<file path="src/common/cfcd_pkg.sv">
package cfcd_pkg;

  // Field widths
  localparam int PTS_W = 9;
  localparam int ADDR_W = 20;
  localparam int BLK_W = 5;
  localparam int ERR_W = 2;

  // ASCII characters that form the command code pairs
  localparam logic [7:0] CH_B = 8'h42;
  localparam logic [7:0] CH_E = 8'h45;
  localparam logic [7:0] CH_J = 8'h4A;
  localparam logic [7:0] CH_M = 8'h4D;
  localparam logic [7:0] CH_N = 8'h4E;
  localparam logic [7:0] CH_Q = 8'h51;
  localparam logic [7:0] CH_R = 8'h52;
  localparam logic [7:0] CH_T = 8'h54;
  localparam logic [7:0] CH_W = 8'h57;

  // Per-command limits, in points (bytes for the unit buffer)
  localparam logic [PTS_W-1:0] LIM_BIT16_WR = 9'h0A0;
  localparam logic [PTS_W-1:0] LIM_WORD_WR = 9'h040;
  localparam logic [PTS_W-1:0] LIM_BIT_TEST = 9'h014;
  localparam logic [PTS_W-1:0] LIM_BIT16_TEST = 9'h0A0;
  localparam logic [PTS_W-1:0] LIM_WORD_RAND = 9'h00A;
  localparam logic [PTS_W-1:0] LIM_BIT_WATCH = 9'h028;
  localparam logic [PTS_W-1:0] LIM_BIT16_WATCH = 9'h140;
  localparam logic [PTS_W-1:0] LIM_WORD_WATCH = 9'h014;
  localparam logic [PTS_W-1:0] LIM_UBUF_WR = 9'h080;
  localparam logic [PTS_W-1:0] LIM_UBUF_RD = 9'h080;
  localparam logic [PTS_W-1:0] LIM_XF_BATCH = 9'h040;
  localparam logic [PTS_W-1:0] LIM_XF_RAND = 9'h00A;
  localparam logic [PTS_W-1:0] LIM_XF_WATCH = 9'h014;
  localparam logic [PTS_W-1:0] LIM_XF_FLAT = 9'h040;

  // Sixteen-point groups: count shift and remainder mask
  localparam int GROUP_SHIFT = 4;
  localparam logic [PTS_W-1:0] GROUP_MASK = 9'h00F;

  // Flat serial number: block number starts at this bit
  localparam int XF_BLOCK_LSB = 15;

  // Reset values
  localparam logic [PTS_W-1:0] RST_COUNT = 9'h000;
  localparam logic [ADDR_W-1:0] RST_ADDR = 20'h00000;

  // Answer codes
  localparam logic [ERR_W-1:0] ERR_NONE = 2'h0;
  localparam logic [ERR_W-1:0] ERR_UNKNOWN = 2'h1;
  localparam logic [ERR_W-1:0] ERR_COUNT = 2'h2;
  localparam logic [ERR_W-1:0] ERR_RUN_PROTECT = 2'h3;

  // Decoded operations
  typedef enum logic [4:0] {
    OP_NONE,
    OP_BIT16_BATCH_WRITE,
    OP_WORD_DEV_BATCH_WRITE,
    OP_SINGLE_BIT_TEST_SET,
    OP_BIT16_TEST_SET,
    OP_WORD_RANDOM_WRITE,
    OP_SINGLE_BIT_WATCH_REGISTER,
    OP_BIT16_WATCH_REGISTER,
    OP_WORD_WATCH_REGISTER,
    OP_DEV_WATCH_RUN,
    OP_UNIT_BUFFER_READ,
    OP_UNIT_BUFFER_WRITE,
    OP_XFILE_BATCH_READ,
    OP_XFILE_BATCH_WRITE,
    OP_XFILE_RANDOM_WRITE,
    OP_XFILE_WATCH_REGISTER,
    OP_XFILE_WATCH_RUN,
    OP_XFILE_FLAT_READ,
    OP_XFILE_FLAT_WRITE
  } cfcd_op_e;

endpackage

</file>
<file path="src/cfcd_decoder.sv">
`timescale 1ns/1ps
`default_nettype none

// Notes on behaviour
// - 57H 57H: 16-bit group write, 160 points
// - 51H 57H: word batch write, 64 points
// - 42H/4AH 54H: single bit set/reset, 20 points
// - 57H 54H: random 16-bit group test, 160 points
// - 51H 54H: random word write, 10 points
// - 4AH 4DH: register single bits, 40 points
// - 57H 4DH: register 16-bit groups, 320 points
// - 51H 4DH: register word devices, 20 points
// - 4DH 42H/4AH/4EH/51H: read registered devices
// - 54H 52H: read unit buffer memory
// - 54H 57H: write unit buffer, 128 bytes
// - 45H 52H: extension file read, 64 points
// - 45H 57H batch 64, 45H 54H random 10
// - 45H 4DH: register extension file, 20 points
// - 4DH 45H: read registered extension file points
// - 4EH 52H: flat serial read, 64 points
// - 4EH 57H: flat serial write, block derived
// - Write commands refused in run when forbidden
module cfcd_decoder (
  // Clock and reset
  input wire logic REF_CLK,
  input wire logic RSTN,
  // Command from the frame parser
  input wire logic CMD_VALID,
  output logic CMD_READY,
  input wire logic [7:0] CMD_CODE_HI,
  input wire logic [7:0] CMD_CODE_LO,
  input wire logic [cfcd_pkg::PTS_W-1:0] CMD_POINTS,
  input wire logic [cfcd_pkg::ADDR_W-1:0] CMD_ADDR,
  // CPU state pins
  input wire logic CPU_RUN,
  input wire logic RUN_WRITE_PERMIT,
  // Access stream to memories
  output logic ACC_VALID,
  input wire logic ACC_READY,
  output cfcd_pkg::cfcd_op_e ACC_OP,
  output logic ACC_WRITE,
  output logic [cfcd_pkg::PTS_W-1:0] ACC_INDEX,
  output logic [cfcd_pkg::ADDR_W-1:0] ACC_ADDR,
  output logic [cfcd_pkg::BLK_W-1:0] ACC_BLOCK,
  // Answer to the host side
  output logic RESP_VALID,
  output logic RESP_NAK,
  output logic [cfcd_pkg::ERR_W-1:0] RESP_ERR
);

  typedef enum logic [1:0] {
    ST_IDLE,
    ST_CHECK,
    ST_ACCESS,
    ST_RESP
  } cfcd_state_e;

  // Map a code pair to an operation
  function automatic cfcd_pkg::cfcd_op_e decode_op(input logic [7:0] hi, input logic [7:0] lo);
    cfcd_pkg::cfcd_op_e op;
    case ({hi, lo})
      {cfcd_pkg::CH_W, cfcd_pkg::CH_W}: op = cfcd_pkg::OP_BIT16_BATCH_WRITE;
      {cfcd_pkg::CH_Q, cfcd_pkg::CH_W}: op = cfcd_pkg::OP_WORD_DEV_BATCH_WRITE;
      {cfcd_pkg::CH_B, cfcd_pkg::CH_T}: op = cfcd_pkg::OP_SINGLE_BIT_TEST_SET;
      {cfcd_pkg::CH_J, cfcd_pkg::CH_T}: op = cfcd_pkg::OP_SINGLE_BIT_TEST_SET;
      {cfcd_pkg::CH_W, cfcd_pkg::CH_T}: op = cfcd_pkg::OP_BIT16_TEST_SET;
      {cfcd_pkg::CH_Q, cfcd_pkg::CH_T}: op = cfcd_pkg::OP_WORD_RANDOM_WRITE;
      {cfcd_pkg::CH_J, cfcd_pkg::CH_M}: op = cfcd_pkg::OP_SINGLE_BIT_WATCH_REGISTER;
      {cfcd_pkg::CH_W, cfcd_pkg::CH_M}: op = cfcd_pkg::OP_BIT16_WATCH_REGISTER;
      {cfcd_pkg::CH_Q, cfcd_pkg::CH_M}: op = cfcd_pkg::OP_WORD_WATCH_REGISTER;
      {cfcd_pkg::CH_M, cfcd_pkg::CH_B}: op = cfcd_pkg::OP_DEV_WATCH_RUN;
      {cfcd_pkg::CH_M, cfcd_pkg::CH_J}: op = cfcd_pkg::OP_DEV_WATCH_RUN;
      {cfcd_pkg::CH_M, cfcd_pkg::CH_N}: op = cfcd_pkg::OP_DEV_WATCH_RUN;
      {cfcd_pkg::CH_M, cfcd_pkg::CH_Q}: op = cfcd_pkg::OP_DEV_WATCH_RUN;
      {cfcd_pkg::CH_T, cfcd_pkg::CH_R}: op = cfcd_pkg::OP_UNIT_BUFFER_READ;
      {cfcd_pkg::CH_T, cfcd_pkg::CH_W}: op = cfcd_pkg::OP_UNIT_BUFFER_WRITE;
      {cfcd_pkg::CH_E, cfcd_pkg::CH_R}: op = cfcd_pkg::OP_XFILE_BATCH_READ;
      {cfcd_pkg::CH_E, cfcd_pkg::CH_W}: op = cfcd_pkg::OP_XFILE_BATCH_WRITE;
      {cfcd_pkg::CH_E, cfcd_pkg::CH_T}: op = cfcd_pkg::OP_XFILE_RANDOM_WRITE;
      {cfcd_pkg::CH_E, cfcd_pkg::CH_M}: op = cfcd_pkg::OP_XFILE_WATCH_REGISTER;
      {cfcd_pkg::CH_M, cfcd_pkg::CH_E}: op = cfcd_pkg::OP_XFILE_WATCH_RUN;
      {cfcd_pkg::CH_N, cfcd_pkg::CH_R}: op = cfcd_pkg::OP_XFILE_FLAT_READ;
      {cfcd_pkg::CH_N, cfcd_pkg::CH_W}: op = cfcd_pkg::OP_XFILE_FLAT_WRITE;
      default: op = cfcd_pkg::OP_NONE;
    endcase
    return op;
  endfunction

  // Largest point count for each operation; monitor runs take none
  function automatic logic [cfcd_pkg::PTS_W-1:0] op_limit(input cfcd_pkg::cfcd_op_e op);
    logic [cfcd_pkg::PTS_W-1:0] lim;
    case (op)
      cfcd_pkg::OP_BIT16_BATCH_WRITE: lim = cfcd_pkg::LIM_BIT16_WR;
      cfcd_pkg::OP_WORD_DEV_BATCH_WRITE: lim = cfcd_pkg::LIM_WORD_WR;
      cfcd_pkg::OP_SINGLE_BIT_TEST_SET: lim = cfcd_pkg::LIM_BIT_TEST;
      cfcd_pkg::OP_BIT16_TEST_SET: lim = cfcd_pkg::LIM_BIT16_TEST;
      cfcd_pkg::OP_WORD_RANDOM_WRITE: lim = cfcd_pkg::LIM_WORD_RAND;
      cfcd_pkg::OP_SINGLE_BIT_WATCH_REGISTER: lim = cfcd_pkg::LIM_BIT_WATCH;
      cfcd_pkg::OP_BIT16_WATCH_REGISTER: lim = cfcd_pkg::LIM_BIT16_WATCH;
      cfcd_pkg::OP_WORD_WATCH_REGISTER: lim = cfcd_pkg::LIM_WORD_WATCH;
      cfcd_pkg::OP_UNIT_BUFFER_READ: lim = cfcd_pkg::LIM_UBUF_RD;
      cfcd_pkg::OP_UNIT_BUFFER_WRITE: lim = cfcd_pkg::LIM_UBUF_WR;
      cfcd_pkg::OP_XFILE_BATCH_READ: lim = cfcd_pkg::LIM_XF_BATCH;
      cfcd_pkg::OP_XFILE_BATCH_WRITE: lim = cfcd_pkg::LIM_XF_BATCH;
      cfcd_pkg::OP_XFILE_RANDOM_WRITE: lim = cfcd_pkg::LIM_XF_RAND;
      cfcd_pkg::OP_XFILE_WATCH_REGISTER: lim = cfcd_pkg::LIM_XF_WATCH;
      cfcd_pkg::OP_XFILE_FLAT_READ: lim = cfcd_pkg::LIM_XF_FLAT;
      cfcd_pkg::OP_XFILE_FLAT_WRITE: lim = cfcd_pkg::LIM_XF_FLAT;
      default: lim = cfcd_pkg::RST_COUNT;
    endcase
    return lim;
  endfunction

  cfcd_state_e state;
  cfcd_state_e next_state;
  logic [7:0] code_hi;
  logic [7:0] next_code_hi;
  logic [7:0] code_lo;
  logic [7:0] next_code_lo;
  logic [cfcd_pkg::PTS_W-1:0] points;
  logic [cfcd_pkg::PTS_W-1:0] next_points;
  logic [cfcd_pkg::ADDR_W-1:0] start_addr;
  logic [cfcd_pkg::ADDR_W-1:0] next_start_addr;
  logic [cfcd_pkg::PTS_W-1:0] count;
  logic [cfcd_pkg::PTS_W-1:0] next_count;
  cfcd_pkg::cfcd_op_e next_acc_op;
  logic next_acc_write;
  logic [cfcd_pkg::PTS_W-1:0] next_acc_index;
  logic [cfcd_pkg::ADDR_W-1:0] next_acc_addr;
  logic [cfcd_pkg::BLK_W-1:0] next_acc_block;
  logic next_resp_nak;
  logic [cfcd_pkg::ERR_W-1:0] next_resp_err;
  logic run_sync;
  logic permit_sync;
  logic write_locked;
  cfcd_pkg::cfcd_op_e dec_op;
  logic dec_write;
  logic dec_group;
  logic dec_flat;
  logic [cfcd_pkg::PTS_W-1:0] dec_limit;
  logic [cfcd_pkg::ADDR_W-1:0] addr_step;
  logic reg_we;
  logic reg_xfile;
  logic [cfcd_pkg::PTS_W-1:0] dev_count;
  logic [cfcd_pkg::PTS_W-1:0] xf_count;

  // CPU state pins come from another domain
  cfcd_sync u_run_sync (
    .clk(REF_CLK),
    .rst_n(RSTN),
    .async_in(CPU_RUN),
    .sync_out(run_sync)
  );

  cfcd_sync u_permit_sync (
    .clk(REF_CLK),
    .rst_n(RSTN),
    .async_in(RUN_WRITE_PERMIT),
    .sync_out(permit_sync)
  );

  // Last registered sets; a run before registration just answers empty
  cfcd_watch u_watch (
    .clk(REF_CLK),
    .rst_n(RSTN),
    .reg_we(reg_we),
    .reg_xfile(reg_xfile),
    .reg_count(count),
    .dev_count(dev_count),
    .xf_count(xf_count)
  );

  // Classify the latched code pair
  always_comb begin
    dec_op = decode_op(code_hi, code_lo);
    dec_limit = op_limit(dec_op);
    dec_write = (dec_op == cfcd_pkg::OP_BIT16_BATCH_WRITE) ||
                (dec_op == cfcd_pkg::OP_WORD_DEV_BATCH_WRITE) ||
                (dec_op == cfcd_pkg::OP_SINGLE_BIT_TEST_SET) ||
                (dec_op == cfcd_pkg::OP_BIT16_TEST_SET) ||
                (dec_op == cfcd_pkg::OP_WORD_RANDOM_WRITE) ||
                (dec_op == cfcd_pkg::OP_UNIT_BUFFER_WRITE) ||
                (dec_op == cfcd_pkg::OP_XFILE_BATCH_WRITE) ||
                (dec_op == cfcd_pkg::OP_XFILE_RANDOM_WRITE) ||
                (dec_op == cfcd_pkg::OP_XFILE_FLAT_WRITE);
    dec_group = (dec_op == cfcd_pkg::OP_BIT16_BATCH_WRITE) ||
                (dec_op == cfcd_pkg::OP_BIT16_TEST_SET) ||
                (dec_op == cfcd_pkg::OP_BIT16_WATCH_REGISTER);
    dec_flat = (dec_op == cfcd_pkg::OP_XFILE_FLAT_READ) ||
               (dec_op == cfcd_pkg::OP_XFILE_FLAT_WRITE);
    write_locked = run_sync && !permit_sync;
  end

  // Handshakes are decoded straight from the state
  always_comb begin
    CMD_READY = (state == ST_IDLE);
    ACC_VALID = (state == ST_ACCESS);
    RESP_VALID = (state == ST_RESP);
    reg_we = (state == ST_RESP) && !RESP_NAK &&
             ((ACC_OP == cfcd_pkg::OP_SINGLE_BIT_WATCH_REGISTER) ||
              (ACC_OP == cfcd_pkg::OP_BIT16_WATCH_REGISTER) ||
              (ACC_OP == cfcd_pkg::OP_WORD_WATCH_REGISTER) ||
              (ACC_OP == cfcd_pkg::OP_XFILE_WATCH_REGISTER));
    reg_xfile = (ACC_OP == cfcd_pkg::OP_XFILE_WATCH_REGISTER);
    addr_step = ACC_ADDR + cfcd_pkg::ADDR_W'(1);
  end

  // Command sequencer: take, check, walk the accesses, answer
  always_comb begin
    next_state = state;
    next_code_hi = code_hi;
    next_code_lo = code_lo;
    next_points = points;
    next_start_addr = start_addr;
    next_count = count;
    next_acc_op = ACC_OP;
    next_acc_write = ACC_WRITE;
    next_acc_index = ACC_INDEX;
    next_acc_addr = ACC_ADDR;
    next_acc_block = ACC_BLOCK;
    next_resp_nak = RESP_NAK;
    next_resp_err = RESP_ERR;
    case (state)
      ST_IDLE: begin
        if (CMD_VALID) begin
          next_code_hi = CMD_CODE_HI;
          next_code_lo = CMD_CODE_LO;
          next_points = CMD_POINTS;
          next_start_addr = CMD_ADDR;
          next_state = ST_CHECK;
        end
      end
      ST_CHECK: begin
        next_acc_op = dec_op;
        next_acc_write = dec_write;
        next_acc_index = cfcd_pkg::RST_COUNT;
        next_acc_addr = start_addr;
        next_acc_block = dec_flat ? start_addr[cfcd_pkg::ADDR_W-1:cfcd_pkg::XF_BLOCK_LSB] :
                         cfcd_pkg::BLK_W'(0);
        next_resp_nak = 1'b1;
        next_resp_err = cfcd_pkg::ERR_NONE;
        next_count = dec_group ? (points >> cfcd_pkg::GROUP_SHIFT) : points;
        next_state = ST_RESP;
        if (dec_op == cfcd_pkg::OP_NONE) begin
          next_resp_err = cfcd_pkg::ERR_UNKNOWN;
        end else if (dec_write && write_locked) begin
          next_resp_err = cfcd_pkg::ERR_RUN_PROTECT;
        end else if (dec_op == cfcd_pkg::OP_DEV_WATCH_RUN) begin
          next_resp_nak = 1'b0;
          next_count = dev_count;
          next_state = (dev_count == cfcd_pkg::RST_COUNT) ? ST_RESP : ST_ACCESS;
        end else if (dec_op == cfcd_pkg::OP_XFILE_WATCH_RUN) begin
          next_resp_nak = 1'b0;
          next_count = xf_count;
          next_state = (xf_count == cfcd_pkg::RST_COUNT) ? ST_RESP : ST_ACCESS;
        end else if ((points == cfcd_pkg::RST_COUNT) || (points > dec_limit) ||
                     (dec_group && ((points & cfcd_pkg::GROUP_MASK) != cfcd_pkg::RST_COUNT))) begin
          next_resp_err = cfcd_pkg::ERR_COUNT;
        end else begin
          next_resp_nak = 1'b0;
          next_state = ST_ACCESS;
        end
      end
      ST_ACCESS: begin
        if (ACC_READY) begin
          next_acc_index = ACC_INDEX + cfcd_pkg::PTS_W'(1);
          next_acc_addr = addr_step;
          if ((ACC_OP == cfcd_pkg::OP_XFILE_FLAT_READ) ||
              (ACC_OP == cfcd_pkg::OP_XFILE_FLAT_WRITE)) begin
            next_acc_block = addr_step[cfcd_pkg::ADDR_W-1:cfcd_pkg::XF_BLOCK_LSB];
          end
          if (next_acc_index == count) begin
            next_state = ST_RESP;
          end
        end
      end
      ST_RESP: begin
        next_state = ST_IDLE;
      end
      default: begin
        next_state = ST_IDLE;
      end
    endcase
  end

  // State and output registers
  always_ff @(posedge REF_CLK) begin
    if (!RSTN) begin
      state <= ST_IDLE;
      code_hi <= 8'h00;
      code_lo <= 8'h00;
      points <= cfcd_pkg::RST_COUNT;
      start_addr <= cfcd_pkg::RST_ADDR;
      count <= cfcd_pkg::RST_COUNT;
      ACC_OP <= cfcd_pkg::OP_NONE;
      ACC_WRITE <= 1'b0;
      ACC_INDEX <= cfcd_pkg::RST_COUNT;
      ACC_ADDR <= cfcd_pkg::RST_ADDR;
      ACC_BLOCK <= cfcd_pkg::BLK_W'(0);
      RESP_NAK <= 1'b0;
      RESP_ERR <= cfcd_pkg::ERR_NONE;
    end else begin
      state <= next_state;
      code_hi <= next_code_hi;
      code_lo <= next_code_lo;
      points <= next_points;
      start_addr <= next_start_addr;
      count <= next_count;
      ACC_OP <= next_acc_op;
      ACC_WRITE <= next_acc_write;
      ACC_INDEX <= next_acc_index;
      ACC_ADDR <= next_acc_addr;
      ACC_BLOCK <= next_acc_block;
      RESP_NAK <= next_resp_nak;
      RESP_ERR <= next_resp_err;
    end
  end

endmodule

`default_nettype wire

</file>
<file path="src/cfcd_sync.sv">
`timescale 1ns/1ps
`default_nettype none

module cfcd_sync (
  // Clock and reset
  input wire logic clk,
  input wire logic rst_n,
  // Asynchronous level in, synchronised level out
  input wire logic async_in,
  output logic sync_out
);

  logic stage1;
  logic next_stage1;
  logic next_sync_out;

  // Second flop is the only reader of the first
  always_comb begin
    next_stage1 = async_in;
    next_sync_out = stage1;
  end

  // Two-flop synchroniser, cleared by reset
  always_ff @(posedge clk) begin
    if (!rst_n) begin
      stage1 <= 1'b0;
      sync_out <= 1'b0;
    end else begin
      stage1 <= next_stage1;
      sync_out <= next_sync_out;
    end
  end

endmodule

`default_nettype wire

</file>
<file path="src/cfcd_watch.sv">
`timescale 1ns/1ps
`default_nettype none

module cfcd_watch (
  // Clock and reset
  input wire logic clk,
  input wire logic rst_n,
  // Registration strobe from the decoder
  input wire logic reg_we,
  input wire logic reg_xfile,
  input wire logic [cfcd_pkg::PTS_W-1:0] reg_count,
  // Access counts of the last registered sets
  output logic [cfcd_pkg::PTS_W-1:0] dev_count,
  output logic [cfcd_pkg::PTS_W-1:0] xf_count
);

  logic [cfcd_pkg::PTS_W-1:0] next_dev_count;
  logic [cfcd_pkg::PTS_W-1:0] next_xf_count;

  // A new registration replaces the whole previous set
  always_comb begin
    next_dev_count = dev_count;
    next_xf_count = xf_count;
    if (reg_we && !reg_xfile) begin
      next_dev_count = reg_count;
    end
    if (reg_we && reg_xfile) begin
      next_xf_count = reg_count;
    end
  end

  // Empty tables after reset
  always_ff @(posedge clk) begin
    if (!rst_n) begin
      dev_count <= cfcd_pkg::RST_COUNT;
      xf_count <= cfcd_pkg::RST_COUNT;
    end else begin
      dev_count <= next_dev_count;
      xf_count <= next_xf_count;
    end
  end

endmodule

`default_nettype wire

</file>
<file path="config.mk">
export PLATFORM = sky130hd
export DESIGN_NAME = cfcd_decoder
export DESIGN_NICKNAME = d
export VERILOG_FILES = /design/src/common/cfcd_pkg.sv /design/src/cfcd_decoder.sv /design/src/cfcd_sync.sv /design/src/cfcd_watch.sv
export SDC_FILE = /design/constraint.sdc
export NUM_CORES = 1
export LEC_CHECK = 0
export ABC_CLOCK_PERIOD_IN_PS = 4100
export BUFFER_PORTS_ARGS = -buffer_cell sky130_fd_sc_hd__buf_4
export CORE_AREA = 2 2 131 133
export DETAILED_ROUTE_END_ITERATION = 10
export DIE_AREA = 0 0 133 135
export PLACE_DENSITY = 0.71
export SYNTH_ARGS = -nofsm -noshare
export SYNTH_HDL_FRONTEND = slang
export SYNTH_SLANG_ARGS = --single-unit
</file>
<file path="constraint.sdc">
create_clock -name REF_CLK -period 4.1 [get_ports REF_CLK]
set_clock_uncertainty 0.1 [all_clocks]
set_input_delay 0.82 -clock REF_CLK [delete_from_list [all_inputs] [get_ports REF_CLK]]
set_output_delay 0.82 -clock REF_CLK [all_outputs]
set_load 0.02 [all_outputs]
</file>
Yosys cells after proc, flatten, opt, wreduce, memory -nomap -nowiden
Memories as Yosys holds them, arrays and structs flattened.
Cells that the tools add are included.
{"block": "totals", "out_inout_bits": 46, "memories": 1, "register_bits": 121, "input_bits": 51, "mem_bits_ro": 256}
{"name": "(name not given)", "depth": 32, "width": 8, "read_ports": 1, "rd_clocked_by_memory_dff": 0, "write_ports": 0, "line_no": "cfcd_decoder.sv:92", "rtl": "case (op)"}
{"block": "op_classes", "eq_ne": 49, "n_lt_le_gt_ge": 1, "n_reduce_logical": 40, "n_addsub": 2, "n_mux": 35}
{"cell": "equality test 16 x 15 -> 1 bit, second input constant", "count": 22}
{"cell": "one-hot mux 5 bit (18 select lines)", "count": 1}
{"cell": "2-to-1 mux 9 bit", "count": 6}
{"cell": "one-hot mux 20 bit (2 select lines)", "count": 1}
{"cell": "equality test 5 x 4 -> 1 bit, second input constant", "count": 6}
{"cell": "zero test 9 bit", "count": 3}
{"cell": "equality test 5 x 3 -> 1 bit, second input constant", "count": 5}
{"cell": "equality test 5 bit, second input constant", "count": 5}
{"cell": "adder 20 x 1 -> 20 bit, second input constant", "count": 1}
{"cell": "2-to-1 mux 20 bit", "count": 1}
{"cell": "one-hot mux 9 bit (2 select lines)", "count": 1}
{"cell": "logical OR 1 bit", "count": 17}
{"cell": "2-to-1 mux 2 bit", "count": 8}
{"cell": "2-to-1 mux 5 bit", "count": 3}
{"cell": "2-to-1 mux 1 bit", "count": 12}
{"cell": "equality test 5 x 2 -> 1 bit, second input constant", "count": 2}
{"cell": "one-hot mux 5 bit (2 select lines)", "count": 1}
{"cell": "adder 9 x 1 -> 9 bit, second input constant", "count": 1}
{"cell": "equality test 9 bit", "count": 1}
{"cell": "greater-than comparator 9 bit", "count": 1}
{"cell": "nonzero test 9 bit", "count": 1}
{"cell": "one-hot mux 2 bit (4 select lines)", "count": 1}
{"cell": "logical AND 1 bit", "count": 7}
{"cell": "!= test 2 x 1 -> 1 bit, second input constant", "count": 3}
{"cell": "12 further kinds", "count": 17}

Logic depth before layout (Yosys ltp)
Gate-level depths: netlist of the first run.
{"block": "depth", "depth_word": 16, "depth_mapped": 18, "ltp_nobuf": 17}

Modules after synthesis
A second synthesis of the first run with hierarchy kept.
{"block": "hier_totals", "hier_cells": 868, "area_unflattened_um2": 6682.7}
{"module": "cfcd_decoder", "seq_area_each_um2": 1981.9, "cells_per_inst": 790, "instances": 1, "area_each_um2": 5878.1}
{"module": "cfcd_watch", "seq_area_each_um2": 360.3, "cells_per_inst": 70, "instances": 1, "area_each_um2": 699.4}
{"module": "cfcd_sync", "seq_area_each_um2": 40.0, "cells_per_inst": 4, "instances": 2, "area_each_um2": 52.6}

Worst setup path after synthesis of the first run
No wires, ideal clock.
{"block": "synth_timing", "kind": "flip-flop to flip-flop", "start": "register code_hi[6]", "end": "register RESP_ERR[1] (netlist name)", "stages_incl_launch_ff": 18, "setup_time_ns": 0.115, "t_required_ns": 3.885, "slack_ns": 0.195, "synth_period_minus_slack_ns": 3.905, "n_path_buf": 0, "t_arrival_ns": 3.690, "cell_sequence": "dfxtp_1 > or3b_1 > or3_1 > or4_1 > nand4_2 > nor2_1 > o31ai_1 > nand2_1 > ha_1 > nor2b_1 > o21a_1 > o21a_1 > o21a_1 > o21ai_0 > a31oi_1 > o21ai_0 > a211oi_1 > o21a_1"}
{"block": "synth_via", "elab_chain_len": 15}
{"item": "start: declaration", "line_no": "cfcd_decoder.sv:116", "rtl": "logic [7:0] code_hi;"}
{"item": "start signal: assignment", "line_no": "cfcd_decoder.sv:304", "rtl": "code_hi <= next_code_hi;"}
{"item": "equality test 16 x 15 -> 1 bit", "line_no": "cfcd_decoder.sv:61", "rtl": "case ({hi, lo})"}
{"item": "OR reduction 4 bit (no line) / OR reduction 2 bit (equally long branches)"}
{"item": "one-hot mux 5 bit (18 select lines) *", "line_no": "cfcd_decoder.sv:61"}
{"item": "branches (longest 11 deep; another with greater-than comparator 9 bit)"}
{"item": "2-to-1 mux 2 bit *", "line_no": "cfcd_decoder.sv:244", "rtl": "if (dec_op == cfcd_pkg::OP_NONE) begin"}
{"item": "end signal: assignment", "line_no": "cfcd_decoder.sv:301", "rtl": "RESP_ERR <= cfcd_pkg::ERR_NONE;"}
{"item": "end signal: assignment", "line_no": "cfcd_decoder.sv:315", "rtl": "RESP_ERR <= next_resp_err;"}
{"item": "end: declaration", "line_no": "cfcd_decoder.sv:48", "rtl": "output logic [cfcd_pkg::ERR_W-1:0] RESP_ERR"}
Mark *: on every way between the ends.
A chain may end at the register's enable or synchronous reset.

Worst setup path in the final report of the first run
Ends and elaborated chain as after synthesis.

==> results.sh, run 1 <==
export IMPL_routabilityCongestion=0.898
export IMPL_drt_iter0_markers=484
export IMPL_antenna_left=0
export IMPL_syn_area_per_cell_um2=7.70
export IMPL_use_met1_pct=29.1
export IMPL_ys_ff_latch=121
export IMPL_netlist_area_um2=6460
export IMPL_busiest_layer="met2"
export IMPL_dp_hpwl_mm=13.2
export IMPL_cts_root_buf="clkbuf_16"
export IMPL_cts_tree="yes"
export IMPL_criticalPathCategory="flip-flop to flip-flop"
export IMPL_netlist_top_cells_area="dfxtp_1 37%, nand2_1 8.8%, a21oi_1 6.7%, mux2i_1 4.3%, nor2_1 4.1%"
export IMPL_synth_top_cell_area_share_pct=37.5
export IMPL_fin_crit_ns=3.98
export IMPL_maxSlewViolCount=0
export IMPL_drt_vias_per_instance=5.51
export IMPL_dieArea_um2=18000
export IMPL_cts_buffer_depth=2
export IMPL_core_area_um2=16400
export IMPL_htreeDepth=4
export IMPL_dr_pass1_iters=5
export IMPL_hold_violations=0
export IMPL_ioPinCount=97
export IMPL_portBuffers=96
export IMPL_drive_gt1_share_pct=19.0
export IMPL_setup_ws_ns=0.116
export IMPL_p_per_area_nw_per_um2=586
export IMPL_p_total_mw=4.73
export IMPL_power_internal_mw=2.99
export IMPL_via_count=6360
export IMPL_ys_async_sr_fraction_pct=0
export IMPL_cp_data_required_time_ns=4.31
export IMPL_crit_arrival_ns=4.19
export IMPL_grt_usage_pct=21.1
export IMPL_synth_most_common_cell="nand2_1"
export IMPL_syn_num_nets=904
export IMPL_cts_hold_buf=0
export IMPL_antenna_found_initial=0
export IMPL_worstSkewPairLatency_ns=0.42
export IMPL_hp_class="flip-flop to flip-flop"
export IMPL_start_kind="flip-flop"
export IMPL_gr_total_overflow=0
export IMPL_status="complete, no violations"
export IMPL_ys_types=69
export IMPL_seq_power_share_pct=33.9
export IMPL_max_cap_violations=0
export IMPL_end_kind="flip-flop"
export IMPL_pwr_share_clk_pct=32.6
export IMPL_die_h_um=135
export IMPL_drc=0
export IMPL_synth_seq_area_share_pct=37.5
export IMPL_antennaDiodeCount=0
export IMPL_ir_drop_v=0.000326
export IMPL_power_share_combinational_pct=33.5
export IMPL_std_cell_rows=47
export IMPL_grt_pass1_vias=5998
export IMPL_synth_top_area_cell="dfxtp_1"
export IMPL_p_sw_mw=1.74
export IMPL_cts_buffers=17
export IMPL_maxSlewHeadroom_pct=35.2
export IMPL_path_clk_slew_ns=0.05
export IMPL_fmax_ghz=0.251
export IMPL_p_sw_share_pct=36.8
export IMPL_drt_total_wl_mm=18.8
export IMPL_fin_crit_sh_pct=97.2
export IMPL_leakagePower_nw=3.10
export IMPL_wire_per_inst_um=16.3
export IMPL_use_met3_pct=3.94
export IMPL_dp_slack_ns=0.0849
export IMPL_cp_max_fo=4
export IMPL_die_width_um=133
export IMPL_grt_setup_unrepaired="yes"
export IMPL_synth_edf_count=0
export IMPL_grt_pass1_wl_mm=30.6
export IMPL_setup_violations_final=0
export IMPL_start_util_pct=39.4
export IMPL_yosys_warnings=0
export IMPL_syn_inst=839
export IMPL_ys_flop_type="dfxtp_1"
export IMPL_grtUsageMet2_pct=32.8
export IMPL_max_slew_worst_pin_slew_ns=0.971
export IMPL_area_growth_pct=25.0
export IMPL_ys_top_cells_by_count="151 x nand2_1, 121 x dfxtp_1, 86 x a21oi_1"
export IMPL_nNetsFinal=988
export IMPL_clkSinkCount=121
export IMPL_grt_max_degree=55
-- power groups by stage --
stage	Combinational [mW]	Sequential, mW	Clock [mW]
floorplan	1.02	1.61	0
global placement	1.53	1.61	0
detailed placement	1.55	1.62	0
CTS	1.56	1.60	1.56
global route	1.76	1.63	1.62
finish	1.58	1.60	1.54
-- cells by family after synthesis --
family	Yosys count	share of synthesized area [%]
flops	121	37.5
buf+inv	68	4.01
xor+xnor	22	2.98
mux	29	4.51
simple gates	368	27.8
fa+ha+maj	14	2.71
compound gates	217	20.5
-- final timing paths --
kind	from	end	slack, ns	cells past startpoint
worst max-delay path	code_hi[6]	RESP_ERR[1]	0.12	17
worst min register to register	u_run_sync.next_sync_out	u_run_sync.sync_out	0.34	1
worst max register to register	code_hi[6]	RESP_ERR[1]	0.12	17
worst min-delay path	u_run_sync.next_sync_out	u_run_sync.sync_out	0.34	1
-- what timing repair did --
action	CTS	global route
resized for setup	0	13
setup buffers	0	2
endpoints found under the setup margin	0	3
-- final cells by class --
class	count	area, um2
repair buffers	118	898
flip-flops and latches	121	2430
clock buffers	21	450
multi-input cells	650	3820
fillers	1656	8330
clock inverters	9	149
inverters	15	56.3
well taps	220	275
-- critical path, stage by stage, from the launching register on --
cell	delay (ns)
dfxtp_2	0.34
or3b_4	0.38
or3_4	0.38
or4_4	0.50
nand4_4	0.12
nor2_2	0.05
o31ai_1	0.20
nand2_1	0.11
ha_1	0.33
nor2b_1	0.13
o21a_1	0.16
o21a_1	0.16
o21a_1	0.16
o21ai_1	0.11
a31oi_1	0.09
o21ai_1	0.25
a211oi_2	0.12
o21a_1	0.20
-- routing by layer --
metal | vias up | share of wire, % | wire, um
met5 | - | 0 | 0
met4 | 0 | 1.8 | 342
met3 | 26 | 5.1 | 960
met2 | 180 | 45 | 8370
met1 | 2997 | 48 | 9100
li1 | 3157 | - | -
-- stage by stage --
stage / TNS [ns] / instance area [um2] / utilization, % / hold WS, ns / instances
6_report: 0 / 8070 / 49.2 / 0.337 / 1154
5_1_grt: -0.0519 / 8070 / 49.2 / 0.351 / 1154
3_3_place_gp: 0 / 7420 / 45.2 / 0.317 / 1122
4_1_cts: 0 / 8020 / 48.9 / 0.335 / 1152
3_5_place_dp: 0 / 7420 / 45.2 / 0.322 / 1122
2_1_floorplan: 0 / 6460 / - / 0.312 / 839
-- flip-flops by register name, indices dropped and copies added, names as in the netlist --
signal / cells
ACC_ADDR: 20
start_addr: 20
ACC_INDEX: 9
count: 9
points: 9
u_watch.dev_count: 9
u_watch.xf_count: 9
code_hi: 8
code_lo: 8
ACC_BLOCK: 5
ACC_OP: 5
RESP_ERR: 2
state: 2
ACC_WRITE: 1
RESP_NAK: 1
u_permit_sync.next_sync_out: 1
u_permit_sync.sync_out: 1
u_run_sync.next_sync_out: 1
u_run_sync.sync_out: 1
-- cells in the final DEF, fill, tap and decap left out, types with 4 or more instances in the layout --
master	instances
o2bb2ai_1	4
xnor2_1	17
nand3_1	28
xor2_1	5
a31oi_1	15
ha_1	13
a22oi_1	8
a311oi_1	7
nand3b_1	5
and3_1	8
inv_1	12
nor4_1	9
a21oi_1	86
o21ai_0	39
nor2b_1	10
o22ai_1	8
o21a_1	5
nand4_1	12
a211oi_1	14
dfxtp_1	118
nor3_1	19
nand2b_1	5
buf_4	117
clkbuf_16	17
nor3b_1	5
and2_1	11
nor2_1	70
clkinv_2	4
bufinv_16	4
mux2i_1	28
or3b_2	4
nand2_1	151
Power figures use the tool's default switching activity.
==> run 2: changes to the inputs <==
Settings changed: PLACE_DENSITY 0.71 to default.
==> run 2 against run 1 <==
Against the previous run: flip-flop and latch count stayed put; sequential share of layout area is 0.39 points lower; final area is 1.3% higher; sequential power hardly changed; worst hold slack worse by 0.0074 ns; global-route usage is 0.29 points higher; final cell count is 0.61% higher; critical path type unchanged; via count is 0.36% lower; first-iteration DRC count is 0.41% lower; routed wire length is 2.5% higher; largest cell class unchanged; die area stayed put; core utilization is 0.62 points higher.
==> results.sh, run 2 (synthesis results as in run 1) <==
export IMPL_status="complete, no violations"
export IMPL_maxSlewViolCount=0
export IMPL_worstPathCellList="or3b_4 > or3_4 > or4_4 > nand4_4 > nor2_4 > o31ai_2 > nand2_1 > ha_1 > nor2b_1 > o21a_1 > o21a_1 > o21a_1 > o21ai_1 > a31oi_1 > o21ai_1 > a211oi_1 > o21a_1"
export IMPL_cts_tree="yes"
export IMPL_grt_max_degree=47
export IMPL_cpMostUsedCell="o21a_1"
export IMPL_ioPinCount=97
export IMPL_hp_class="flip-flop to flip-flop"
export IMPL_path_clk_slew_ns=0.06
export IMPL_criticalPathCategory="flip-flop to flip-flop"
export IMPL_start_kind="flip-flop"
export IMPL_worstSkewPairLatency_ns=0.42
export IMPL_max_stage_delay_ns=0.50
export IMPL_grt_usage_pct=21.4
export IMPL_die_width_um=133
export IMPL_slowest_stage="or4_4"
export IMPL_dr_pass1_iters=5
export IMPL_gr_total_overflow=0
export IMPL_final_cell_mix="151 x nand2_1, 122 x buf_4, 119 x dfxtp_1"
export IMPL_antenna_left=0
export IMPL_dieArea_um2=18000
export IMPL_htreeDepth=4
export IMPL_antenna_found_initial=0
export IMPL_drc=0
export IMPL_nNetsFinal=993
export IMPL_area_growth_pct=26.5
export IMPL_wire_per_inst_um=16.6
export IMPL_portBuffers=96
export IMPL_leakagePower_nw=3.15
export IMPL_start_util_pct=39.4
export IMPL_largestRegisters="ACC_ADDR x20, start_addr x20"
export IMPL_routabilityCongestion=0.873
export IMPL_p_per_area_nw_per_um2=598
export IMPL_final_common_cell="nand2_1"
export IMPL_grt_pass1_wl_mm=30.7
export IMPL_ir_drop_v=0.000318
export IMPL_setup_violations_final=0
export IMPL_hold_violations=0
export IMPL_drt_iter0_markers=482
export IMPL_cp_data_required_time_ns=4.31
export IMPL_maxSlewHeadroom_pct=39.5
export IMPL_p_total_mw=4.89
export IMPL_cp_depth=17
export IMPL_grt_pass1_vias=5686
export IMPL_core_area_um2=16400
export IMPL_std_cell_rows=47
export IMPL_reg2regPathDepth=17
export IMPL_drt_vias_per_instance=5.46
export IMPL_dp_hpwl_mm=13.4
export IMPL_setup_ws_ns=0.178
export IMPL_max_cap_violations=0
export IMPL_cts_buffer_depth=2
export IMPL_path_buf_inv=0
export IMPL_drive_gt1_share_pct=19.8
export IMPL_fin_cells=1161
export IMPL_via_count=6337
export IMPL_drt_total_wl_mm=19.2
export IMPL_dp_slack_ns=0.0266
export IMPL_max_slew_worst_pin_slew_ns=0.902
export IMPL_end_kind="flip-flop"
export IMPL_dp_cells=1126
export IMPL_clkSinkCount=121
export IMPL_fmax_ghz=0.255
export IMPL_antennaDiodeCount=0
export IMPL_cp_max_fo=4
export IMPL_die_h_um=135
export IMPL_cts_buffers=17
export IMPL_fin_crit_ns=3.92
export IMPL_cts_root_buf="clkbuf_16"
export IMPL_grt_setup_unrepaired="yes"
export IMPL_fin_crit_sh_pct=95.7
export IMPL_crit_arrival_ns=4.14
export IMPL_crit_family="simple AND/OR/NAND/NOR gates"
export IMPL_min_path_cells=1
==> run 2: changes by cell type in the layout (fill, tap and decap cells not counted), moves of 2 or more <==
cell,before,now
clkbuf_1,3,0
inv_6,0,5
clkinv_2,4,0
buf_4,117,122
clkinvlp_4,0,2
==> run 2: area by class of cell <==
class	instances	area [um2]
Clock buffer	17	425
Clock inverter	15	238
Fill cell	1645	8230
Inverter	15	56.3
Multi-Input combinational cell	650	3830
Sequential cell	121	2420
Tap cell	220	275
Timing Repair Buffer	123	927
==> run 2: where the power goes <==
group / switching [mW] / total, mW / internal, mW
logic: 0.997 / 1.61 / 0.612
registers: 0.233 / 1.60 / 1.36
clock network: 0.590 / 1.68 / 1.09
==> run 2: path summary, 6_finish.rpt <==
path / from / slack, ns / to
worst max-delay path: code_hi[5] / 0.18 / RESP_ERR[1]
worst min-delay path: u_permit_sync.next_sync_out / 0.33 / u_permit_sync.sync_out
worst max register to register: code_hi[5] / 0.18 / RESP_ERR[1]
worst min register to register: u_permit_sync.next_sync_out / 0.33 / u_permit_sync.sync_out
==> run 2: metal layers <==
layer	global-route usage (%)	share of wire, %	vias to the layer above
met1	31.2	50	2930
met4	7.65	1.9	0
met2	31.6	43	198
met3	3.72	5.4	24
li1	-	-	3185
met5	0	0	-
==> run 2: repair_timing <==
| item | in CTS | in global routing |
|---|---|---|
| endpoints found under the setup margin | 3 | 3 |
| pin swaps | 0 | 5 |
| hold buffers | 0 | 0 |
| resized for setup | 2 | 13 |
| buffers inserted | 0 | 3 |
==> run 2: per-stage QoR <==
| stage | hold WS [ns] | util, % | cell area [um2] | TNS, ns |
|---|---|---|---|---|
| floorplan | 0.312 | - | 6460 | 0 |
| global placement | 0.313 | 45.3 | 7440 | 0 |
| detailed placement | 0.318 | 45.3 | 7440 | 0 |
| CTS | 0.330 | 49.4 | 8110 | 0 |
| global route | 0.340 | 49.8 | 8180 | -0.0691 |
| finish | 0.329 | 49.8 | 8180 | 0 |
